`config.mk`:
```
export PLATFORM = sky130hd
export DESIGN_NAME = wss_servant
export DESIGN_NICKNAME = d
export VERILOG_FILES = /design/src/rtl/wss_pkg.sv /design/src/rtl/wss_stream_if.sv /design/src/rtl/wss_servant.sv /design/src/rtl/wss_skid_buf.sv
export SDC_FILE = /design/constraint.sdc
export NUM_CORES = 1
export LEC_CHECK = 0
export BUFFER_PORTS_ARGS = -buffer_cell sky130_fd_sc_hd__buf_4
export CAP_MARGIN = 20
export CORE_ASPECT_RATIO = 0.6
export CORE_UTILIZATION = 50
export CTS_CLUSTER_DIAMETER = 50
export DETAILED_ROUTE_END_ITERATION = 10
export PLACE_DENSITY_LB_ADDON = 0.1
export REMOVE_ABC_BUFFERS = 1
export SYNTH_ARGS = -nofsm -noshare
export SYNTH_HDL_FRONTEND = slang
export SYNTH_HIERARCHICAL = 1
export SYNTH_SLANG_ARGS = --single-unit
```
`constraint.sdc`:
```
create_clock -name clk -period 7.5 [get_ports clk]
set_input_delay 1.5 -clock clk [delete_from_list [all_inputs] [get_ports clk]]
set_output_delay 1.5 -clock clk [all_outputs]
set_load 0.01 [all_outputs]
```
`src/rtl/wss_pkg.sv`:
```
package wss_pkg;

	// ************************************************************
	// Address map
	// ************************************************************
	localparam logic [15:0] WSS_BLOCK_BASE     = 16'hC000;
	localparam logic [15:0] WSS_BLOCK_STRIDE   = 16'h0040;
	localparam int          WSS_OFF_W          = 6;
	localparam int          WSS_LA_W           = 8;
	localparam logic [5:0]  WSS_OFF_IDENT      = 6'h00;
	localparam logic [5:0]  WSS_OFF_KIND       = 6'h02;
	localparam logic [5:0]  WSS_OFF_STATCTL    = 6'h04;
	localparam logic [5:0]  WSS_OFF_UNUSED     = 6'h06;
	localparam logic [5:0]  WSS_OFF_CAPAB      = 6'h08;
	localparam logic [5:0]  WSS_OFF_FLAGS      = 6'h0A;
	localparam logic [5:0]  WSS_OFF_UPPER      = 6'h0C;
	localparam logic [5:0]  WSS_OFF_LOWER      = 6'h0E;

	// ************************************************************
	// Constant register values
	// ************************************************************
	localparam logic [15:0] WSS_CAPAB_VAL      = 16'hF7FF;
	localparam logic [15:0] WSS_IDENT_DEF      = 16'h1234;
	localparam logic [15:0] WSS_KIND_DEF       = 16'h5678;

	// ************************************************************
	// Word serial commands
	// ************************************************************
	localparam logic [15:0] WSS_CMD_BYTE_REQ   = 16'hDEFF;
	localparam logic [7:0]  WSS_CMD_BAV        = 8'hBC;
	localparam logic [7:0]  WSS_CMD_BAV_END    = 8'hBD;
	localparam logic [7:0]  WSS_LINE_FEED      = 8'h0A;

	// ************************************************************
	// Field positions
	// ************************************************************
	localparam int          WSS_CTL_RESET_BIT  = 0;
	localparam int          WSS_ST_READY_BIT   = 3;
	localparam int          WSS_ST_PASSED_BIT  = 2;
	localparam int          WSS_RSP_DOR_BIT    = 13;
	localparam int          WSS_RSP_DIR_BIT    = 12;
	localparam int          WSS_RSP_WRDY_BIT   = 10;
	localparam int          WSS_RSP_RRDY_BIT   = 11;
	localparam logic [15:0] WSS_RSP_BASE       = 16'h8000;
	localparam logic [15:0] WSS_ST_BASE        = 16'h4000;

	// ************************************************************
	// Timing
	// ************************************************************
	localparam int          WSS_CLK_MHZ        = 250;
	localparam int          WSS_READY_TIME_S   = 5;
	localparam longint      WSS_READY_CYC      = longint'(WSS_READY_TIME_S) * WSS_CLK_MHZ * 1000000;

	typedef enum logic [1:0] {
		WSS_RD_IDLE = 2'b00,
		WSS_RD_WAIT = 2'b01,
		WSS_RD_FULL = 2'b11
	} wss_rd_e;

endpackage

```
`src/rtl/wss_stream_if.sv`:
```
`timescale 1ns/1ps
`default_nettype none
interface wss_stream_if;
	logic       valid;
	logic       ready;
	logic [8:0] data;
	modport src (output valid, output data, input ready);
	modport dst (input valid, input data, output ready);
endinterface
`default_nettype wire

```
`src/rtl/wss_servant.sv`:
```
`timescale 1ns/1ps
`default_nettype none
module wss_servant
	import wss_pkg::*;
#(
	parameter logic [15:0] IDENT_CODE = WSS_IDENT_DEF,
	parameter logic [15:0] KIND_CODE  = WSS_KIND_DEF,
	parameter longint      READY_CYC  = WSS_READY_CYC
)(
	input  wire logic          clk,
	input  wire logic          rst,
	input  wire logic [7:0]    log_addr,
	input  wire logic          bus_as_n,
	input  wire logic          bus_ds_n,
	input  wire logic          bus_write_n,
	input  wire logic [5:0]    bus_am,
	input  wire logic [15:1]   bus_addr,
	input  wire logic [15:0]   bus_data_in,
	output logic     [15:0]    bus_data_out,
	output logic               bus_data_oe_n,
	output logic               bus_dtack_n,
	output logic               bus_berr_n,
	output logic     [7:0]     cmd_byte,
	output logic               cmd_end,
	output logic               cmd_valid,
	input  wire logic          cmd_ready,
	output logic               cmd_line_done,
	input  wire logic [7:0]    rsp_byte,
	input  wire logic          rsp_valid,
	output logic               rsp_ready,
	output logic               rsp_request,
	output logic               soft_reset
);
	// ************************************************************
	// Pin synchronisers
	// ************************************************************
	logic [1:0]  as_s_r;
	logic [1:0]  ds_s_r;
	logic [1:0]  wr_s_r;
	logic [5:0]  am_s1_r;
	logic [5:0]  am_s2_r;
	logic [15:1] a_s1_r;
	logic [15:1] a_s2_r;
	logic [15:0] d_s1_r;
	logic [15:0] d_s2_r;
	logic [7:0]  la_s1_r;
	logic [7:0]  la_s2_r;

	always_ff @(posedge clk) begin
		if (rst) begin
			as_s_r <= 2'b11;
			ds_s_r <= 2'b11;
			wr_s_r <= 2'b11;
		end else begin
			as_s_r <= {as_s_r[0], bus_as_n};
			ds_s_r <= {ds_s_r[0], bus_ds_n};
			wr_s_r <= {wr_s_r[0], bus_write_n};
		end
	end

	always_ff @(posedge clk) begin
		am_s1_r <= bus_am;
		am_s2_r <= am_s1_r;
		a_s1_r  <= bus_addr;
		a_s2_r  <= a_s1_r;
		d_s1_r  <= bus_data_in;
		d_s2_r  <= d_s1_r;
		la_s1_r <= log_addr;
		la_s2_r <= la_s1_r;
	end

	// ************************************************************
	// Soft reset and ready timer
	// ************************************************************
	logic        srst_r;
	logic        irst;
	logic [31:0] rdy_cnt_r;
	logic        ready_r;
	logic        ctl_wr;

	assign irst       = rst || srst_r;
	assign soft_reset = srst_r;

	always_ff @(posedge clk) begin
		if (rst) begin
			srst_r <= 1'b0;
		end else begin
			srst_r <= ctl_wr && d_s2_r[WSS_CTL_RESET_BIT];
		end
	end

	always_ff @(posedge clk) begin
		if (irst) begin
			rdy_cnt_r <= 32'd0;
			ready_r   <= 1'b0;
		end else if (64'(rdy_cnt_r) >= 64'(READY_CYC) - 64'd1) begin
			ready_r   <= 1'b1;
		end else begin
			rdy_cnt_r <= rdy_cnt_r + 32'd1;
		end
	end

	// ************************************************************
	// Address decode
	// ************************************************************
	logic [15:0] base;
	logic        sel;
	logic        strobe;
	logic        busy_r;
	logic [5:0]  off;
	logic        is_wr;

	assign base   = WSS_BLOCK_BASE + 16'(la_s2_r) * WSS_BLOCK_STRIDE;
	assign off    = {a_s2_r[5:1], 1'b0};
	assign sel    = (am_s2_r == 6'h29 || am_s2_r == 6'h2D)
		&& ({a_s2_r[15:6], 6'h00} == base);
	assign strobe = !as_s_r[1] && !ds_s_r[1] && sel && !busy_r;
	assign is_wr  = !wr_s_r[1];
	assign ctl_wr = strobe && is_wr && off == WSS_OFF_STATCTL;

	// ************************************************************
	// Command path
	// ************************************************************
	wss_stream_if cmd_in ();
	wss_stream_if cmd_out ();
	logic bav_wr;
	logic req_wr;

	assign bav_wr = strobe && is_wr && off == WSS_OFF_LOWER && ready_r
		&& (d_s2_r[15:8] == WSS_CMD_BAV || d_s2_r[15:8] == WSS_CMD_BAV_END);
	assign req_wr = strobe && is_wr && off == WSS_OFF_LOWER && ready_r
		&& d_s2_r == WSS_CMD_BYTE_REQ;

	assign cmd_in.valid = bav_wr && cmd_in.ready;
	assign cmd_in.data  = {d_s2_r[8], d_s2_r[7:0]};

	wss_skid_buf u_buf (
		.clk (clk),
		.rst (irst),
		.up  (cmd_in),
		.dn  (cmd_out)
	);

	assign cmd_valid     = cmd_out.valid;
	assign cmd_byte      = cmd_out.data[7:0];
	assign cmd_end       = cmd_out.data[8];
	assign cmd_out.ready = cmd_ready;
	assign cmd_line_done = cmd_out.valid && cmd_ready
		&& (cmd_out.data[8] || cmd_out.data[7:0] == WSS_LINE_FEED);

	// ************************************************************
	// Response path
	// ************************************************************
	wss_rd_e    rd_st_r;
	logic [7:0] rsp_r;
	logic       rd_low;
	logic       dir;

	assign rd_low      = strobe && !is_wr && off == WSS_OFF_LOWER;
	assign rsp_ready   = (rd_st_r == WSS_RD_WAIT);
	assign rsp_request = req_wr && rd_st_r == WSS_RD_IDLE;
	assign dir         = cmd_in.ready;

	always_ff @(posedge clk) begin
		if (irst) begin
			rd_st_r <= WSS_RD_IDLE;
			rsp_r   <= 8'h00;
		end else begin
			case (rd_st_r)
				WSS_RD_IDLE: begin
					if (rsp_request) begin
						rd_st_r <= WSS_RD_WAIT;
					end
				end
				WSS_RD_WAIT: begin
					if (rsp_valid) begin
						rsp_r   <= rsp_byte;
						rd_st_r <= WSS_RD_FULL;
					end
				end
				WSS_RD_FULL: begin
					if (rd_low) begin
						rd_st_r <= WSS_RD_IDLE;
					end
				end
				default: begin
					rd_st_r <= WSS_RD_IDLE;
				end
			endcase
		end
	end

	// ************************************************************
	// Register read mux and bus answer
	// ************************************************************
	logic [15:0] flags;
	logic [15:0] status;
	logic        wrdy;
	logic        rrdy;
	logic        dor;

	assign wrdy = ready_r && rd_st_r == WSS_RD_IDLE;
	assign rrdy = rd_st_r == WSS_RD_FULL;
	assign dor  = ready_r && rd_st_r != WSS_RD_WAIT;

	always_comb begin
		flags = WSS_RSP_BASE;
		flags[WSS_RSP_DOR_BIT]  = dor;
		flags[WSS_RSP_DIR_BIT]  = dir && ready_r;
		flags[WSS_RSP_WRDY_BIT] = wrdy;
		flags[WSS_RSP_RRDY_BIT] = rrdy;
		status = WSS_ST_BASE;
		status[WSS_ST_READY_BIT]  = ready_r;
		status[WSS_ST_PASSED_BIT] = ready_r;
	end

	always_ff @(posedge clk) begin
		if (rst) begin
			busy_r        <= 1'b0;
			bus_dtack_n   <= 1'b1;
			bus_berr_n    <= 1'b1;
			bus_data_oe_n <= 1'b1;
			bus_data_out  <= 16'h0000;
		end else if (busy_r) begin
			if (as_s_r[1] || ds_s_r[1]) begin
				busy_r        <= 1'b0;
				bus_dtack_n   <= 1'b1;
				bus_berr_n    <= 1'b1;
				bus_data_oe_n <= 1'b1;
			end
		end else if (strobe) begin
			busy_r <= 1'b1;
			if (rd_low && rd_st_r != WSS_RD_FULL) begin
				bus_berr_n <= 1'b0;
			end else begin
				bus_dtack_n <= 1'b0;
				if (!is_wr) begin
					bus_data_oe_n <= 1'b0;
					if (off == WSS_OFF_IDENT) begin
						bus_data_out <= IDENT_CODE;
					end else if (off == WSS_OFF_KIND) begin
						bus_data_out <= KIND_CODE;
					end else if (off == WSS_OFF_STATCTL) begin
						bus_data_out <= status;
					end else if (off == WSS_OFF_CAPAB) begin
						bus_data_out <= WSS_CAPAB_VAL;
					end else if (off == WSS_OFF_FLAGS) begin
						bus_data_out <= flags;
					end else if (off == WSS_OFF_LOWER) begin
						bus_data_out <= {8'hFF, rsp_r};
					end else begin
						bus_data_out <= 16'h0000;
					end
				end
			end
		end
	end
endmodule
`default_nettype wire

```
`src/rtl/wss_skid_buf.sv`:
```
`timescale 1ns/1ps
`default_nettype none
module wss_skid_buf
	import wss_pkg::*;
(
	input  wire logic   clk,
	input  wire logic   rst,
	wss_stream_if.dst   up,
	wss_stream_if.src   dn
);
	// ************************************************************
	// Two-entry buffer
	// ************************************************************
	logic [8:0] mem_r [2];
	logic       wp_r;
	logic       rp_r;
	logic [1:0] cnt_r;
	logic       push;
	logic       pop;

	assign up.ready = (cnt_r != 2'd2);
	assign dn.valid = (cnt_r != 2'd0);
	assign dn.data  = mem_r[rp_r];
	assign push     = up.valid && up.ready;
	assign pop      = dn.valid && dn.ready;

	always_ff @(posedge clk) begin
		if (push) begin
			mem_r[wp_r] <= up.data;
		end
	end

	always_ff @(posedge clk) begin
		if (rst) begin
			wp_r  <= 1'b0;
			rp_r  <= 1'b0;
			cnt_r <= 2'd0;
		end else begin
			if (push) begin
				wp_r <= ~wp_r;
			end
			if (pop) begin
				rp_r <= ~rp_r;
			end
			cnt_r <= cnt_r + {1'b0, push} - {1'b0, pop};
		end
	end
endmodule
`default_nettype wire

```
==> impl_results.md <==
* Global-route wire length before repair at around 19 mm
* Cts bufs inserted at 17
* Top-level I/O count at between 90 and 100
* CP max FO at 14
* FP Rows at 30
* Synth-to-layout area growth at 23.2%
* Reg2reg start: ds_s_r[1]
* Leak at between 2 and 3 nW
* Worst Path Arrival at ~3 ns
* Fin nets at 702
* Port bufs at 91
* Worst-path clk slew at roughly 0.07 ns
* Post-route cell area at 7430 um^2
* Final ANT Viol Nets at 0
* Synth Instances at around 550
* Slew HR at 32.0%
* CP cell instances: nand3_1 -> nor2_4 -> nand4_1 -> or4_1 -> nor4b_1 -> buf_4
* Hold Buf Count CTS at 0
* GRT Residual Overflow at 0
* # Max-Cap Violations at 0
* Setup crit start: a_s2_r[2]
* Yosys reg bits at ~180
* Wirelength, routed at about 12 mm
* Critical Path End: rsp_request
* Synthesized area at 6030 um^2
* Clock Latency Late Sink at approximately 0.42 ns
* Warnings, synthesis at 6
* Setup Total Neg Slack at 0 ns
* Vias per std cell at a little over 5
* Initial antenna violation count at 0
* Setup Buffers After CTS at 0
* Final setup fails at 0
* Die width at about 140 um
* Die height at between 80 and 90 um
* Max incr delay on CP at just under 0.6 ns
* CTS tree: yes
* DR pass1 iterations at 5
* CTS Buffer Depth at 2
* Fin. Hold Viols at 0
* CP Class: reg2out
* Flop2flop setup slack at about 3.9 ns
* Fin. max-slew vios at 0
* Leading cell types by count after synthesis: 163 x dfxtp_1, 49 x nor2_1, 33 x a21oi_1
* Synth cell types at 61
* Ranking of synthesized cells by area: dfxtp_1 54%, edfxtp_1 9.0%, nor2_1 3.1%, a21oi_1 2.7%, xor2_1 2.6%
* Period minus WS final at 4.53 ns
* Post-DP HPWL at around 8 mm
* Grt met1 use at 27.7%
* Final Core Density at between 60% and 70%
* H-tree depth at 4
* Drt drc at 0
* DR iter-0 viols at about 250
* CP max stage cell: dfxtp_1
* CTS sink cnt at 181
* Setup crit end kind: output pin
* Final Cycle Share at 60.4%
* Average size of a mapped cell at ~11 um^2
* Initial Util at a little over half
* Worst clock skew at roughly 0.014 ns
* Ys flop type: dfxtp_1
* Fmax at about 0.22 GHz
* Placement Cell Area at 6810 um^2
* Pwr dens at ~260 nW/um^2
* Async set or reset register ratio after synthesis at 0%
* Fillers at slightly above 900
* Post-synthesis sequential area ratio at 63.1%
* ANT cells at 0
* Peak VDD IR at ~180 uV
* Post-synth EDFFs at 18
* Count leader, synth: dfxtp_1
* Reg area at roughly 3800 um^2
* Critical Path RT at about 6.0 ns
* Via count at around 4200
* Core area at 11500 um^2
* Power Total at around 1.9 mW
* R2r endpoint: u_buf/cnt_r[1]
* Pin count of the biggest net entering global routing at 47
* Vias in the first global route at approximately 3900
* Status: finished clean
* Multi-input logic area at approximately 2100 um^2
* GRT met3 Usage at 4.45%
* RD Place Congestion at 0.835
* Area leader, netlist: dfxtp_1
* PostCTS Resize Cnt at 0
* R2R depth at 11
* Met2 Usage GRT at a little under a third
* Worst Tran Pin Value at a little over 1 ns
* Share of post-route cells with drive strength above 1 at 24.2%
* Critical Path Source Type: flop
* Most Crowded Layer GR: met2
* RSZ-0062 raised after global routing: false
* Die area at between 10000 and 15000 um^2
* Clk root buf: clkbuf_16
* Yosys top cell area share at 54.1%
* Total track usage at ~20%
* Hold crit path type: reg2reg
* WL per Instance at roughly 14 um
## worst min-delay path by stage
| stage | endpoint | slack (ns) | depth (start not counted) | start |
|---|---|---|---|---|
| 2_1_floorplan | a_s2_r[10] | 0.31 | 0 | a_s1_r[10] |
| 3_3_place_gp | la_s2_r[6] | 0.31 | 0 | la_s1_r[6] |
| 3_5_place_dp | am_s2_r[4] | 0.31 | 0 | am_s1_r[4] |
| 4_1_cts | d_s2_r[0] | 0.33 | 0 | d_s1_r[0] |
| 5_1_grt | d_s2_r[1] | 0.33 | 0 | d_s1_r[1] |
| 6_report | d_s2_r[0] | 0.33 | 0 | d_s1_r[0] |
## layout make-up
type | count | area share (%)
repair buffers | 94 | 9.74
flip-flops and latches | 181 | 51.2
clock inverters | 15 | 2.16
well taps | 160 | 2.70
multi-input cells | 337 | 28.0
clock buffers | 17 | 5.73
inverters | 9 | 0.455
## placed cells by master (no fill, tap or decap), types with 9 or more instances in the layout
| master | n |
|---|---|
| nor2_1 | 49 |
| xor2_1 | 18 |
| o21ai_0 | 24 |
| edfxtp_1 | 18 |
| nand2_1 | 31 |
| inv_1 | 9 |
| buf_4 | 92 |
| or3_1 | 12 |
| nand3_1 | 29 |
| clkbuf_16 | 17 |
| dfxtp_1 | 163 |
| a21oi_1 | 33 |
| mux2_2 | 9 |
| a211oi_1 | 11 |
| nand4_1 | 13 |
## cell families (layout without fill, tap and decap cells)
| group | count (synthesis) | in the layout | synth area share, % |
|---|---|---|---|
| muxes | 13 | 13 | 2.35 |
| xor gates and xnor gates | 25 | 25 | 3.63 |
| AOI/OAI and AO/OA | 93 | 93 | 9.78 |
| buffers and inverters | 30 | 135 | 2.41 |
| adders and majority gates | 2 | 2 | 0.415 |
| DFF | 181 | 181 | 63.1 |
| and+or+nand+nor | 204 | 204 | 18.3 |
## registers in the layout, summed over array words and instances (netlist names), 5 cells and up, named ones only
signal / flops
a_s2_r: 15
d_s2_r: 16
bus_data_out: 16
a_s1_r: 15
am_s2_r: 5
la_s1_r: 8
u_buf/mem_r: 18
rdy_cnt_r: 32
d_s1_r: 16
la_s2_r: 8
rsp_r: 8
am_s1_r: 5
## through the flow
| stage | instances | hold slack, ns | worst slack, ns |
|---|---|---|---|
| 2_1_floorplan | 527 | 0.310 | 3.94 |
| 3_3_place_gp | 779 | 0.310 | 3.50 |
| 3_5_place_dp | 779 | 0.312 | 3.45 |
| 4_1_cts | 811 | 0.329 | 2.99 |
| 5_1_grt | 813 | 0.333 | 2.79 |
| 6_report | 813 | 0.327 | 2.97 |
## routing by layer
metal / vias up / wire, um
li1: 2127 / -
met1: 1965 / 5710
met2: 123 / 5210
met3: 12 / 585
met4: 0 / 95
met5: - / 0
## power breakdown
group,switching (mW),total (mW),internal [mW]
Clock,0.403,0.848,0.445
Sequential,0.0125,1.02,1.00
Combinational,0.0220,0.0514,0.0293
## critical path: cells and delay by family, from the launching register on
kind                   cells  cell delay, ns
flip-flops                 1            0.59
buffers and inverters      1            0.22
AND/OR/NAND/NOR            5            1.82
Note: power is estimated with default switching activity, not from simulation.
